### src/include/cff_pkg.sv
// Constants for the CAN filter and FIFO configuration block
package cff_pkg;

  // Register offsets (byte addresses on the plain register port)
  localparam logic [7:0] CFF_OFS_FLT_BANK = 8'h00;
  localparam logic [7:0] CFF_OFS_BASE     = 8'h04;
  localparam logic [7:0] CFF_OFS_MATCH    = 8'h40;
  localparam logic [7:0] CFF_OFS_FIFO     = 8'h80;
  localparam logic [7:0] CFF_OFS_MATCH_HI = 8'h4c;
  localparam logic [7:0] CFF_OFS_FIFO_HI  = 8'hbc;

  // Sizes
  localparam int CFF_NUM_FILT   = 4;
  localparam int CFF_NUM_FIFO   = 16;
  localparam int CFF_NUM_MASK   = 4;
  localparam logic [3:0] CFF_FIRST_FILT = 4'hc;

  // Filter bank byte layout (one byte per filter)
  localparam int CFF_FLT_ON_BIT   = 7;
  localparam int CFF_FLT_MASK_LSB = 5;
  localparam int CFF_FLT_DEST_LSB = 0;

  // Identifier match register layout
  localparam int CFF_SID_LSB      = 21;
  localparam int CFF_XONLY_BIT    = 19;
  localparam int CFF_EID_MSB      = 17;
  localparam logic [31:0] CFF_MATCH_WMASK = 32'hffeb_ffff;
  localparam logic [31:0] CFF_BASE_WMASK  = 32'hffff_fffc;

  // FIFO control layout
  localparam int CFF_SIZE_LSB = 16;
  localparam int CFF_CLR_BIT  = 14;
  localparam int CFF_ADV_BIT  = 13;
  localparam int CFF_PAY_BIT  = 12;
  localparam int CFF_DIR_BIT  = 7;
  localparam int CFF_ABT_BIT  = 6;
  localparam int CFF_ARB_BIT  = 5;
  localparam int CFF_BERR_BIT = 4;
  localparam int CFF_REQ_BIT  = 3;
  localparam int CFF_RTR_BIT  = 2;
  localparam int CFF_PRI_LSB  = 0;

  // Mode and storage figures
  localparam logic [2:0]  CFF_MODE_CONFIG   = 3'h4;
  localparam logic [4:0]  CFF_SIZE_MAX      = 5'h0f;
  localparam logic [31:0] CFF_FULL_MSG_BYTES = 32'h0000_0010;
  localparam logic [31:0] CFF_PAYLOAD_BYTES  = 32'h0000_0008;

  // Reset values
  localparam logic [31:0] CFF_RST_WORD = 32'h0000_0000;
  localparam logic [7:0]  CFF_RST_BYTE = 8'h00;

endpackage

### src/verilog/cff_filter_fifo_cfg.sv
// CAN acceptance filter and FIFO configuration registers with match logic
// How it works
// - Each filter has an on bit; only enabled filters join matching.
// - Two-bit mask choice picks acceptance mask 0 to 3.
// - Five-bit destination picks FIFO 0 to 15; codes 16 and up reserved.
// - Standard identifier bits must equal stored bits where the mask selects.
// - Frame-format bit: set matches extended frames only, clear standard only.
// - Extended identifier bits must equal stored bits where the mask selects; bits 20 and 18 read zero.
// - Match register writes land only while its filter is off.
// - Base address locates FIFO 0; each next FIFO follows the previous one.
// - Base address bits 1:0 always read zero.
// - Base address is writable only in configuration mode (100).
// - Depth field gives depth of field plus one; 16 and up reserved.
// - Clear request resets the FIFO, then hardware drops the bit; software polls.
// - Transmit FIFO: advance bit moves head by one message.
// - Receive FIFO: advance bit moves tail by one message.
// - Payload-only store keeps data bytes only, receive FIFOs only.
// - Depth field and payload-only bit change only in configuration mode.
// - Aborted flag updates on message completion or abort and on FIFO reset.
// - Arbitration-lost and bus-error flags clear on control read or reset.
// - Direction bit: 1 transmit FIFO, 0 receive FIFO.
// - Software sets send request; hardware clears when sent; software clear aborts.
// - Two-bit send priority ranks FIFOs, 11 highest, 00 lowest.
//
// Design decisions made here: the register addresses and strobed register access.
`timescale 1ns/1ns
module cff_filter_fifo_cfg
  import cff_pkg::*;
(
  // Clock and reset
  input  wire logic                  clk_sys,
  input  wire logic                  rst,
  // Register port
  input  wire logic [7:0]            reg_addr,
  input  wire logic [31:0]           reg_wdata,
  input  wire logic                  reg_wr,
  input  wire logic                  reg_rd,
  output logic      [31:0]           reg_rdata,
  // Module mode from the module control register
  input  wire logic [2:0]            operating_mode_field,
  // Acceptance masks: [28:18] standard, [17:0] extended
  input  wire logic [3:0][28:0]      acc_mask,
  // Received identifier from the protocol engine
  input  wire logic                  rx_id_valid,
  input  wire logic                  rx_is_extended,
  input  wire logic [10:0]           rx_sid,
  input  wire logic [17:0]           rx_eid,
  // Match result
  output logic                       match_hit,
  output logic      [3:0]            match_fifo,
  output logic      [3:0]            match_filter,
  output logic                       match_payload_only,
  // Engine events for the FIFO on eng_fifo
  input  wire logic [3:0]            eng_fifo,
  input  wire logic                  eng_done,
  input  wire logic                  eng_aborted,
  input  wire logic                  eng_arb_lost,
  input  wire logic                  eng_bus_err,
  input  wire logic                  eng_queue_sent,
  input  wire logic                  eng_remote_rx,
  // Buffer view of the FIFO on eng_fifo
  output logic      [31:0]           fifo_addr,
  output logic      [3:0]            fifo_ptr,
  output logic      [4:0]            fifo_depth,
  // Transmit selection and control pulses
  output logic                       tx_pick_valid,
  output logic      [3:0]            tx_pick_fifo,
  output logic                       abort_req,
  output logic      [3:0]            abort_fifo,
  output logic      [15:0]           fifo_clear_pulse
);

  ////////////////////////////////////////////////////////////////////////////
  // Functions

  // Bytes taken by one slot of a FIFO
  function automatic logic [31:0] slot_bytes(input logic pay, input logic dir);
    slot_bytes = (pay && !dir) ? CFF_PAYLOAD_BYTES : CFF_FULL_MSG_BYTES;
  endfunction

  // Index within a register group
  function automatic logic [3:0] word_index(input logic [7:0] a);
    word_index = a[5:2];
  endfunction

  ////////////////////////////////////////////////////////////////////////////
  // State

  logic [31:0] bank_q;
  logic [31:0] match_q [CFF_NUM_FILT];
  logic [31:0] base_q;
  logic [4:0]  size_q  [CFF_NUM_FIFO];
  logic        pay_q   [CFF_NUM_FIFO];
  logic        dir_q   [CFF_NUM_FIFO];
  logic        req_q   [CFF_NUM_FIFO];
  logic        rtr_q   [CFF_NUM_FIFO];
  logic [1:0]  pri_q   [CFF_NUM_FIFO];
  logic        abt_q   [CFF_NUM_FIFO];
  logic        arb_q   [CFF_NUM_FIFO];
  logic        berr_q  [CFF_NUM_FIFO];
  logic        clr_q   [CFF_NUM_FIFO];
  logic        adv_q   [CFF_NUM_FIFO];
  logic [3:0]  ptr_q   [CFF_NUM_FIFO];
  logic [31:0] rdata_q;

  ////////////////////////////////////////////////////////////////////////////
  // Address decode

  wire       cfg_mode  = (operating_mode_field == CFF_MODE_CONFIG);
  wire       sel_bank  = (reg_addr == CFF_OFS_FLT_BANK);
  wire       sel_base  = (reg_addr == CFF_OFS_BASE);
  wire       sel_match = (reg_addr >= CFF_OFS_MATCH) && (reg_addr <= CFF_OFS_MATCH_HI)
                         && (reg_addr[1:0] == 2'b00);
  wire       sel_fifo  = (reg_addr >= CFF_OFS_FIFO) && (reg_addr <= CFF_OFS_FIFO_HI)
                         && (reg_addr[1:0] == 2'b00);
  wire [3:0] idx       = word_index(reg_addr);
  wire [1:0] midx      = idx[1:0];
  wire       wr_fifo   = reg_wr && sel_fifo;
  wire       rd_fifo   = reg_rd && sel_fifo;

  // Enable bit of the filter whose match register is addressed
  wire       match_flt_on = bank_q[{midx, 3'd7}];
  wire       wr_match     = reg_wr && sel_match && !match_flt_on;

  ////////////////////////////////////////////////////////////////////////////
  // Filter bank and match registers

  always_ff @(posedge clk_sys)
  begin
    if (rst)
      bank_q <= CFF_RST_WORD;
    else if (reg_wr && sel_bank)
      bank_q <= reg_wdata;
  end

  // Match registers reset to zero; contents are undefined to software
  always_ff @(posedge clk_sys)
  begin
    if (rst)
    begin
      for (int k = 0; k < CFF_NUM_FILT; k++)
        match_q[k] <= CFF_RST_WORD;
    end
    else if (wr_match)
      match_q[midx] <= reg_wdata & CFF_MATCH_WMASK;
  end

  always_ff @(posedge clk_sys)
  begin
    if (rst)
      base_q <= CFF_RST_WORD;
    else if (reg_wr && sel_base && cfg_mode)
      base_q <= reg_wdata & CFF_BASE_WMASK;
  end

  ////////////////////////////////////////////////////////////////////////////
  // FIFO control registers

  // Abort when software drops a set send request on a transmit FIFO
  wire abort_now = wr_fifo && dir_q[idx] && req_q[idx] && !reg_wdata[CFF_REQ_BIT];

  always_ff @(posedge clk_sys)
  begin
    if (rst)
    begin
      for (int i = 0; i < CFF_NUM_FIFO; i++)
      begin
        size_q[i] <= 5'h00;
        pay_q[i]  <= 1'b0;
        dir_q[i]  <= 1'b0;
        req_q[i]  <= 1'b0;
        rtr_q[i]  <= 1'b0;
        pri_q[i]  <= 2'b00;
        abt_q[i]  <= 1'b0;
        arb_q[i]  <= 1'b0;
        berr_q[i] <= 1'b0;
        clr_q[i]  <= 1'b0;
        adv_q[i]  <= 1'b0;
        ptr_q[i]  <= 4'h0;
      end
    end
    else
    begin
      for (int i = 0; i < CFF_NUM_FIFO; i++)
      begin
        // Pending clear request: reset pointer and status, then drop the bit
        if (clr_q[i])
        begin
          clr_q[i]  <= 1'b0;
          ptr_q[i]  <= 4'h0;
          adv_q[i]  <= 1'b0;
          req_q[i]  <= 1'b0;
          abt_q[i]  <= 1'b0;
          arb_q[i]  <= 1'b0;
          berr_q[i] <= 1'b0;
        end
        else
        begin
          // One slot per set, wrapping at the configured depth
          if (adv_q[i])
          begin
            adv_q[i] <= 1'b0;
            ptr_q[i] <= (ptr_q[i] == size_q[i][3:0]) ? 4'h0 : ptr_q[i] + 4'h1;
          end
          // Read clears the transmit outcome flags; a new event wins
          if (rd_fifo && idx == i[3:0])
          begin
            arb_q[i]  <= 1'b0;
            berr_q[i] <= 1'b0;
          end
          if (eng_fifo == i[3:0])
          begin
            if (eng_done)
              abt_q[i] <= eng_aborted;
            if (eng_arb_lost)
              arb_q[i] <= 1'b1;
            if (eng_bus_err)
              berr_q[i] <= 1'b1;
            if (eng_queue_sent)
              req_q[i] <= 1'b0;
            if (eng_remote_rx && rtr_q[i] && dir_q[i])
              req_q[i] <= 1'b1;
          end
          if (wr_fifo && idx == i[3:0])
          begin
            dir_q[i] <= reg_wdata[CFF_DIR_BIT];
            rtr_q[i] <= reg_wdata[CFF_RTR_BIT];
            pri_q[i] <= reg_wdata[CFF_PRI_LSB +: 2];
            if (dir_q[i])
              req_q[i] <= reg_wdata[CFF_REQ_BIT];
            if (cfg_mode)
            begin
              size_q[i] <= reg_wdata[CFF_SIZE_LSB +: 5];
              pay_q[i]  <= reg_wdata[CFF_PAY_BIT];
            end
            if (reg_wdata[CFF_CLR_BIT])
              clr_q[i] <= 1'b1;
            if (reg_wdata[CFF_ADV_BIT])
              adv_q[i] <= 1'b1;
          end
        end
      end
    end
  end

  ////////////////////////////////////////////////////////////////////////////
  // FIFO placement in RAM

  // Reserved depth codes are treated as the largest legal depth for placement and fifo_depth
  logic [31:0] start_addr [CFF_NUM_FIFO];
  always_comb
  begin
    logic [31:0] acc;
    logic [4:0]  sz;
    acc = base_q;
    sz  = 5'h00;
    for (int i = 0; i < CFF_NUM_FIFO; i++)
    begin
      start_addr[i] = acc;
      sz = (size_q[i] > CFF_SIZE_MAX) ? CFF_SIZE_MAX : size_q[i];
      acc = acc + ({27'h0, sz} + 32'h1) * slot_bytes(pay_q[i], dir_q[i]);
    end
  end

  wire [4:0] eng_size = (size_q[eng_fifo] > CFF_SIZE_MAX) ? CFF_SIZE_MAX : size_q[eng_fifo];

  always_ff @(posedge clk_sys)
  begin
    if (rst)
    begin
      fifo_addr  <= CFF_RST_WORD;
      fifo_ptr   <= 4'h0;
      fifo_depth <= 5'h01;
    end
    else
    begin
      fifo_addr  <= start_addr[eng_fifo];
      fifo_ptr   <= ptr_q[eng_fifo];
      fifo_depth <= eng_size + 5'h01;
    end
  end

  ////////////////////////////////////////////////////////////////////////////
  // Acceptance matching

  logic       hit_d;
  logic [3:0] hit_fifo_d;
  logic [3:0] hit_flt_d;
  always_comb
  begin
    logic [7:0]  fb;
    logic [28:0] m;
    logic        ok;
    fb         = 8'h00;
    m          = 29'h0;
    ok         = 1'b0;
    hit_d      = 1'b0;
    hit_fifo_d = 4'h0;
    hit_flt_d  = 4'h0;
    // Highest filter first so the lowest-numbered match wins
    for (int k = CFF_NUM_FILT - 1; k >= 0; k--)
    begin
      fb = bank_q[k*8 +: 8];
      m  = acc_mask[fb[CFF_FLT_MASK_LSB +: 2]];
      ok = fb[CFF_FLT_ON_BIT];
      ok = ok && (match_q[k][CFF_XONLY_BIT] == rx_is_extended);
      ok = ok && (((rx_sid ^ match_q[k][CFF_SID_LSB +: 11]) & m[28:18]) == 11'h000);
      if (rx_is_extended)
        ok = ok && (((rx_eid ^ match_q[k][CFF_EID_MSB:0]) & m[17:0]) == 18'h00000);
      ok = ok && !fb[CFF_FLT_DEST_LSB + 4];
      if (rx_id_valid && ok)
      begin
        hit_d      = 1'b1;
        hit_fifo_d = fb[CFF_FLT_DEST_LSB +: 4];
        hit_flt_d  = CFF_FIRST_FILT + 4'(k);
      end
    end
  end

  always_ff @(posedge clk_sys)
  begin
    if (rst)
    begin
      match_hit          <= 1'b0;
      match_fifo         <= 4'h0;
      match_filter       <= 4'h0;
      match_payload_only <= 1'b0;
    end
    else
    begin
      match_hit          <= hit_d;
      match_fifo         <= hit_fifo_d;
      match_filter       <= hit_flt_d;
      match_payload_only <= pay_q[hit_fifo_d] && !dir_q[hit_fifo_d];
    end
  end

  ////////////////////////////////////////////////////////////////////////////
  // Transmit selection

  logic       pick_d;
  logic [3:0] pick_fifo_d;
  always_comb
  begin
    logic [1:0] best;
    pick_d      = 1'b0;
    pick_fifo_d = 4'h0;
    best        = 2'b00;
    // Strictly higher priority replaces, so ties keep the lower index
    for (int i = 0; i < CFF_NUM_FIFO; i++)
    begin
      if (dir_q[i] && req_q[i] && !clr_q[i] && (!pick_d || pri_q[i] > best))
      begin
        pick_d      = 1'b1;
        pick_fifo_d = 4'(i);
        best        = pri_q[i];
      end
    end
  end

  always_ff @(posedge clk_sys)
  begin
    if (rst)
    begin
      tx_pick_valid <= 1'b0;
      tx_pick_fifo  <= 4'h0;
      abort_req     <= 1'b0;
      abort_fifo    <= 4'h0;
    end
    else
    begin
      tx_pick_valid <= pick_d;
      tx_pick_fifo  <= pick_fifo_d;
      abort_req     <= abort_now;
      abort_fifo    <= idx;
    end
  end

  always_comb
  begin
    for (int i = 0; i < CFF_NUM_FIFO; i++)
      fifo_clear_pulse[i] = clr_q[i];
  end

  ////////////////////////////////////////////////////////////////////////////
  // Read path

  logic [31:0] fifo_word;
  always_comb
  begin
    fifo_word = CFF_RST_WORD;
    fifo_word[CFF_SIZE_LSB +: 5] = size_q[idx];
    fifo_word[CFF_CLR_BIT]       = clr_q[idx];
    fifo_word[CFF_ADV_BIT]       = adv_q[idx];
    fifo_word[CFF_PAY_BIT]       = pay_q[idx];
    fifo_word[CFF_DIR_BIT]       = dir_q[idx];
    fifo_word[CFF_ABT_BIT]       = abt_q[idx];
    fifo_word[CFF_ARB_BIT]       = arb_q[idx];
    fifo_word[CFF_BERR_BIT]      = berr_q[idx];
    fifo_word[CFF_REQ_BIT]       = req_q[idx];
    fifo_word[CFF_RTR_BIT]       = rtr_q[idx];
    fifo_word[CFF_PRI_LSB +: 2]  = pri_q[idx];
  end

  wire [31:0] rd_mux = sel_bank  ? bank_q :
                       sel_base  ? base_q :
                       sel_match ? match_q[midx] :
                       sel_fifo  ? fifo_word : CFF_RST_WORD;

  always_ff @(posedge clk_sys)
  begin
    if (rst)
      rdata_q <= CFF_RST_WORD;
    else if (reg_rd)
      rdata_q <= rd_mux;
    else
      rdata_q <= CFF_RST_WORD;
  end

  assign reg_rdata = rdata_q;

endmodule

### config.mk
export PLATFORM = sky130hd
export DESIGN_NAME = cff_filter_fifo_cfg
export DESIGN_NICKNAME = d
export VERILOG_FILES = /design/src/include/cff_pkg.sv /design/src/verilog/cff_filter_fifo_cfg.sv
export SDC_FILE = /design/constraint.sdc
export NUM_CORES = 2
export LEC_CHECK = 0
export ABC_AREA = 1
export BUFFER_PORTS_ARGS = -buffer_cell sky130_fd_sc_hd__buf_2
export CAP_MARGIN = 0
export CORE_ASPECT_RATIO = 0.8
export CORE_MARGIN = 10
export CORE_UTILIZATION = 45
export DETAILED_ROUTE_END_ITERATION = 12
export PLACE_DENSITY = 0.72
export SLEW_MARGIN = 20
export SYNTH_ARGS = -nofsm -noshare
export SYNTH_HDL_FRONTEND = slang
export SYNTH_SLANG_ARGS = --single-unit
export TNS_END_PERCENT = 50
### constraint.sdc
create_clock -name clk_sys -period 25.8 [get_ports clk_sys]
set_input_delay 1.29 -clock clk_sys [delete_from_list [all_inputs] [get_ports clk_sys]]
set_output_delay 1.29 -clock clk_sys [all_outputs]
set_load 0.02 [all_outputs]
# After elaboration in Yosys (flattened, before gate mapping)
# Memory sizes are Yosys's and may differ from the RTL's. A register that Yosys moved wholly into a read port is not among the register bits.
# Cells that the tools add are included.
# totals
reg_bits	151
latch_bits	0
mem_bits_rw	440
rom_bits	0
inputBits	204
output_inout_bits	109
mem_count	13
# op_classes
n_addsub	47
mul	15
div	0
magnitude_cmp	41
n_eq_ne	52
n_shift	0
n_mux	1373
n_bitwise	402
n_reduce_logical	245
# memory_table
memory	depth	width	read_ports	rd_ports_with_merged_regs	wr	line_no	rtl
match_q	4	30	5	0	4	cff_filter_fifo_cfg.sv:90	logic [31:0] match_q [CFF_NUM_FILT];
size_q	16	5	18	0	16	cff_filter_fifo_cfg.sv:92	logic [4:0] size_q [CFF_NUM_FIFO];
ptr_q	16	4	17	1	16	cff_filter_fifo_cfg.sv:103	logic [3:0] ptr_q [CFF_NUM_FIFO];
pri_q	16	2	17	0	16	cff_filter_fifo_cfg.sv:97	logic [1:0] pri_q [CFF_NUM_FIFO];
abt_q	16	1	1	0	16	cff_filter_fifo_cfg.sv:98	logic abt_q [CFF_NUM_FIFO];
adv_q	16	1	17	0	16	cff_filter_fifo_cfg.sv:102	logic adv_q [CFF_NUM_FIFO];
7 more memories	-	-	-	-	-	-	
# op_table
op	count
2-to-1 mux 1 bit	1207
adder 32 x 11 -> 32 bit	15
bitwise OR 1 bit	384
2-to-1 mux 4 bit	70
2-to-1 mux 5 bit	47
binary-select mux 29 bit (select 2 bit)	4
multiplier 6 x 5 -> 11 bit	15
logical AND 1 bit	161
2-to-1 mux 32 bit	5
binary-select mux 32 bit (select 4 bit)	1
2-to-1 mux 29 bit	4
adder 5 x 1 -> 6 bit (second input constant)	15
greater-than comparator 5 x 4 -> 1 bit (second input constant)	16
AND 18 bit	4
zero test 18 bit	4
XOR 18 bit	4
adder 4 x 1 -> 4 bit (second input constant)	16
== test 4 bit	16
== test 4 bit (second input constant)	16
2-to-1 mux 2 bit	32
zero test 1 bit	53
AND 11 bit	4
zero test 11 bit	4
XOR 11 bit	4
other kinds (27)	74

# Depth between registers and ports, before layout
# An unclocked memory read counts as a cell.
# logic_depth
depth_word	64
ltp_mapped	126
ltp_nobuf	126

# Worst setup path before layout
# Ideal clock, no wire load.
# synth_path
path_kind	register -> register
start	mem size_q[0][4]
end	reg fifo_addr[31]
setup_ps	66
arrival_ps	21089
slack_ps	4645
stages_incl_launch_ff	96
n_path_buf	0
path_cell_list	edfxtp_1 inv_1 nand2_1 ha_1 nor3_1 nor2_1 nand2_1 o21ai_0 fa_1 ha_1 ha_1 inv_1 fa_1 inv_1 ha_1 ha_1 fa_1 ha_1 [60 not listed] nand2_1 inv_1 nand2_1 nor2_2 nand2_1 nor2_1 nand2_1 nor2_1 nand2_1 nor2_1 nand2_1 nor2_2 nand2_1 nand2_1 nand3_1 nand2_1 nand2_1 a21oi_2
# synth_lines
item	line_no	rtl
start, declared	cff_filter_fifo_cfg.sv:92	
end signal, assigned	cff_filter_fifo_cfg.sv:277	fifo_addr <= start_addr[eng_fifo];
end, declared	cff_filter_fifo_cfg.sv:62	output logic [31:0] fifo_addr,

==> impl_metrics.yaml <==
run_status:
  status: "finished, final reports clean"
synthesis:
  ys_types: 64
  synth_top_area_share: 0.2425
  synthTopCellsByCount: "1548 x nand2_1, 1130 x nor2_1, 736 x o21ai_0"
  yosys.area.top_type: "edfxtp_1"
  synth_cells: 7667
  ys_warn_count: 0
  avgSynthCellArea_um2: 6.960
  async_flop_share: 0
  synth_edf_count: 431
  yosys_register_bits: 591
  synth.most_common_cell: "nand2_1"
  synth_area_um2: 53360
  ys_top_cells_by_area: "edfxtp_1 24%, nand2_1 11%, ha_1 8.8%"
  synth_flop_cell: "edfxtp_1"
  synth-seq-area-share: 0.3025
layout:
  drive_gt1_frac: 0.1132
  area_growth_pct: 9.608
  fin_nets: 8392
route:
  antenna_left: 0
  drc_errors: 0
  route.met3.wl_mm: 26.52
  detail_route.wl_per_cell_um: 22.82
  dr_wl_met2_mm: 91.50
  firstDrtPassIters: 7
  top_layer_used: "met5"
  drt_iter0_markers: 7123
  drt_wl_total_mm: 214.3
  via_count: 56150
  viasPerCell: 5.979
  met1_length_mm: 87.84
die:
  fp-row-count: 112
  fp.dieH_um: 328.0
  start_util: 0.4555
  core-area_um2: 117200
  die-area_um2: 132800
  io_pins: 313
  die_w_um: 405.0
hold_path:
  hold_path_class: "register to register"
  hold_depth: 2
cts:
  htreeDepth: 3
  cts_resized: 0
  hold_buffers: 0
  cts_buffers: 67
  cts_setup_buffers: 0
  clk_pin_slew_ns: 0.06
  cts-root-buf: "clkbuf_16"
  cts_buffer_depth: 3
  insertion_delay_ns: 0.69
  cts_tree: "yes"
  clock_sinks: 591
grt:
  grt_pass1_wl_mm: 320.7
  grt_pass1_vias: 52270
  antenna_found_initial: 26
  grt.overflow.total: 0
  grt_max_degree: 90
  track_usage: 0.3098
timing:
  fin_crit_sh: 0.8956
  hold_viol_final: 0
  layout_setup_ws_ns: 2.694
  rsz0062_at_grt: "false"
  final-setup-viol-count: 0
  min_period_ns: 23.11
  timing.fmax_mhz: 43.28
  clock-skew-final_ns: 0.02518
  slew_viol_final: 0
  tightest_slew_ns: 1.359
  fin_hold_ws_ns: 0.5068
  finalSetupTns_ns: 0
  slew_headroom: 0.09367
setup_path:
  required_ns: 26.33
  end_kind: "register"
  cp_slowest_cell: "edfxtp_1"
  crit_top_cell: "ha_1"
  crit_type: "register to register"
  cp_slowest_stage_delay_ns: 0.53
  crit_fanout: 7
  startpoint_type: "register"
  crit_arrival_ns: 23.64
  rr_worst_depth: 101
place:
  dp_hpwl_mm: 167.9
  gp_congestion: 0.9953
  pre_cts_slack_ns: 2.964
  port_buffers: 310
flow_run:
  maxCapViolCount: 0
==> registers in the layout, summed over array words and instances (netlist names), 30 cells and up <==
register   flops
reg_rdata     32
ptr_q         64
base_q        30
fifo_addr     30
pri_q         32
bank_q        32
size_q        80
match_q      120
==> logic make-up after synthesis <==
kind of cell	Yosys count	synth area share
other cells	1	0.00007027
simple gates	3499	0.2788
compound gates	1676	0.1834
buf+inv	1185	0.08487
flops	591	0.3025
xor+xnor	308	0.05069
fa+ha+maj	407	0.09965
==> final timing paths <==
check | to | slack [ns] | startpoint
worst max register to register | fifo_addr[30]$_SDFF_PP0_ | 2.69 | dir_q[0]$_SDFFCE_PN0P_
worst min register to register | base_q[4]$_SDFFE_PP0P_ | 0.51 | base_q[4]$_SDFFE_PP0P_
worst max-delay path | fifo_addr[30]$_SDFF_PP0_ | 2.69 | dir_q[0]$_SDFFCE_PN0P_
worst min-delay path | base_q[4]$_SDFFE_PP0P_ | 0.51 | base_q[4]$_SDFFE_PP0P_
==> area by class of cell <==
class | count | area, um2
clock inverters | 36 | 478.0
repair buffers | 382 | 2107
inverters | 832 | 3127
fillers | 11770 | 58660
flip-flops and latches | 591 | 16150
well taps | 1539 | 1926
diodes | 16 | 40.04
clock buffers | 88 | 1838
multi-input cells | 5907 | 32820
==> routing by layer <==
metal,vias to the layer above,global-route usage
li1,26220,-
met1,26120,0.4211
met2,3302,0.4701
met3,492,0.08210
met4,18,0.1114
met5,-,0
==> worst max-delay path: cells and delay by family (launching register included) <==
kind	cells	cell delay [ns]
AND/OR/NAND/NOR	30	3.60
AO/OA/AOI/OAI	6	0.94
adder cells (fa/ha/maj)	47	14.64
XOR/XNOR	12	2.72
flip-flops	1	0.53
buffers and inverters	6	0.50
==> cells in the final DEF (no fill, tap or decap), drive strengths merged, types with 46 or more instances in the layout <==
cell / count
a21oi: 355
a22oi: 104
buf: 382
clkbuf: 88
dfxtp: 160
edfxtp: 431
ha: 377
inv: 822
nand2: 1676
nand3: 359
nand4: 97
nor2: 1184
nor3: 81
o21ai: 758
o221ai: 54
o22ai: 195
or2: 46
xnor2: 61
xor2: 247
==> stage by stage <==
| step | util | area [um2] | cells |
|---|---|---|---|
| after floorplan | - | 53430 | 7683 |
| after global placement | 0.4792 | 56130 | 9251 |
| after detailed placement | 0.4792 | 56130 | 9251 |
| after CTS | 0.4989 | 58450 | 9375 |
| after global routing | 0.4992 | 58490 | 9389 |
| final | 0.4993 | 58490 | 9391 |
Power is left out: the tool's default activity adds up to more than one toggle a clock period on the data nets, which glitch-free logic cannot reach.
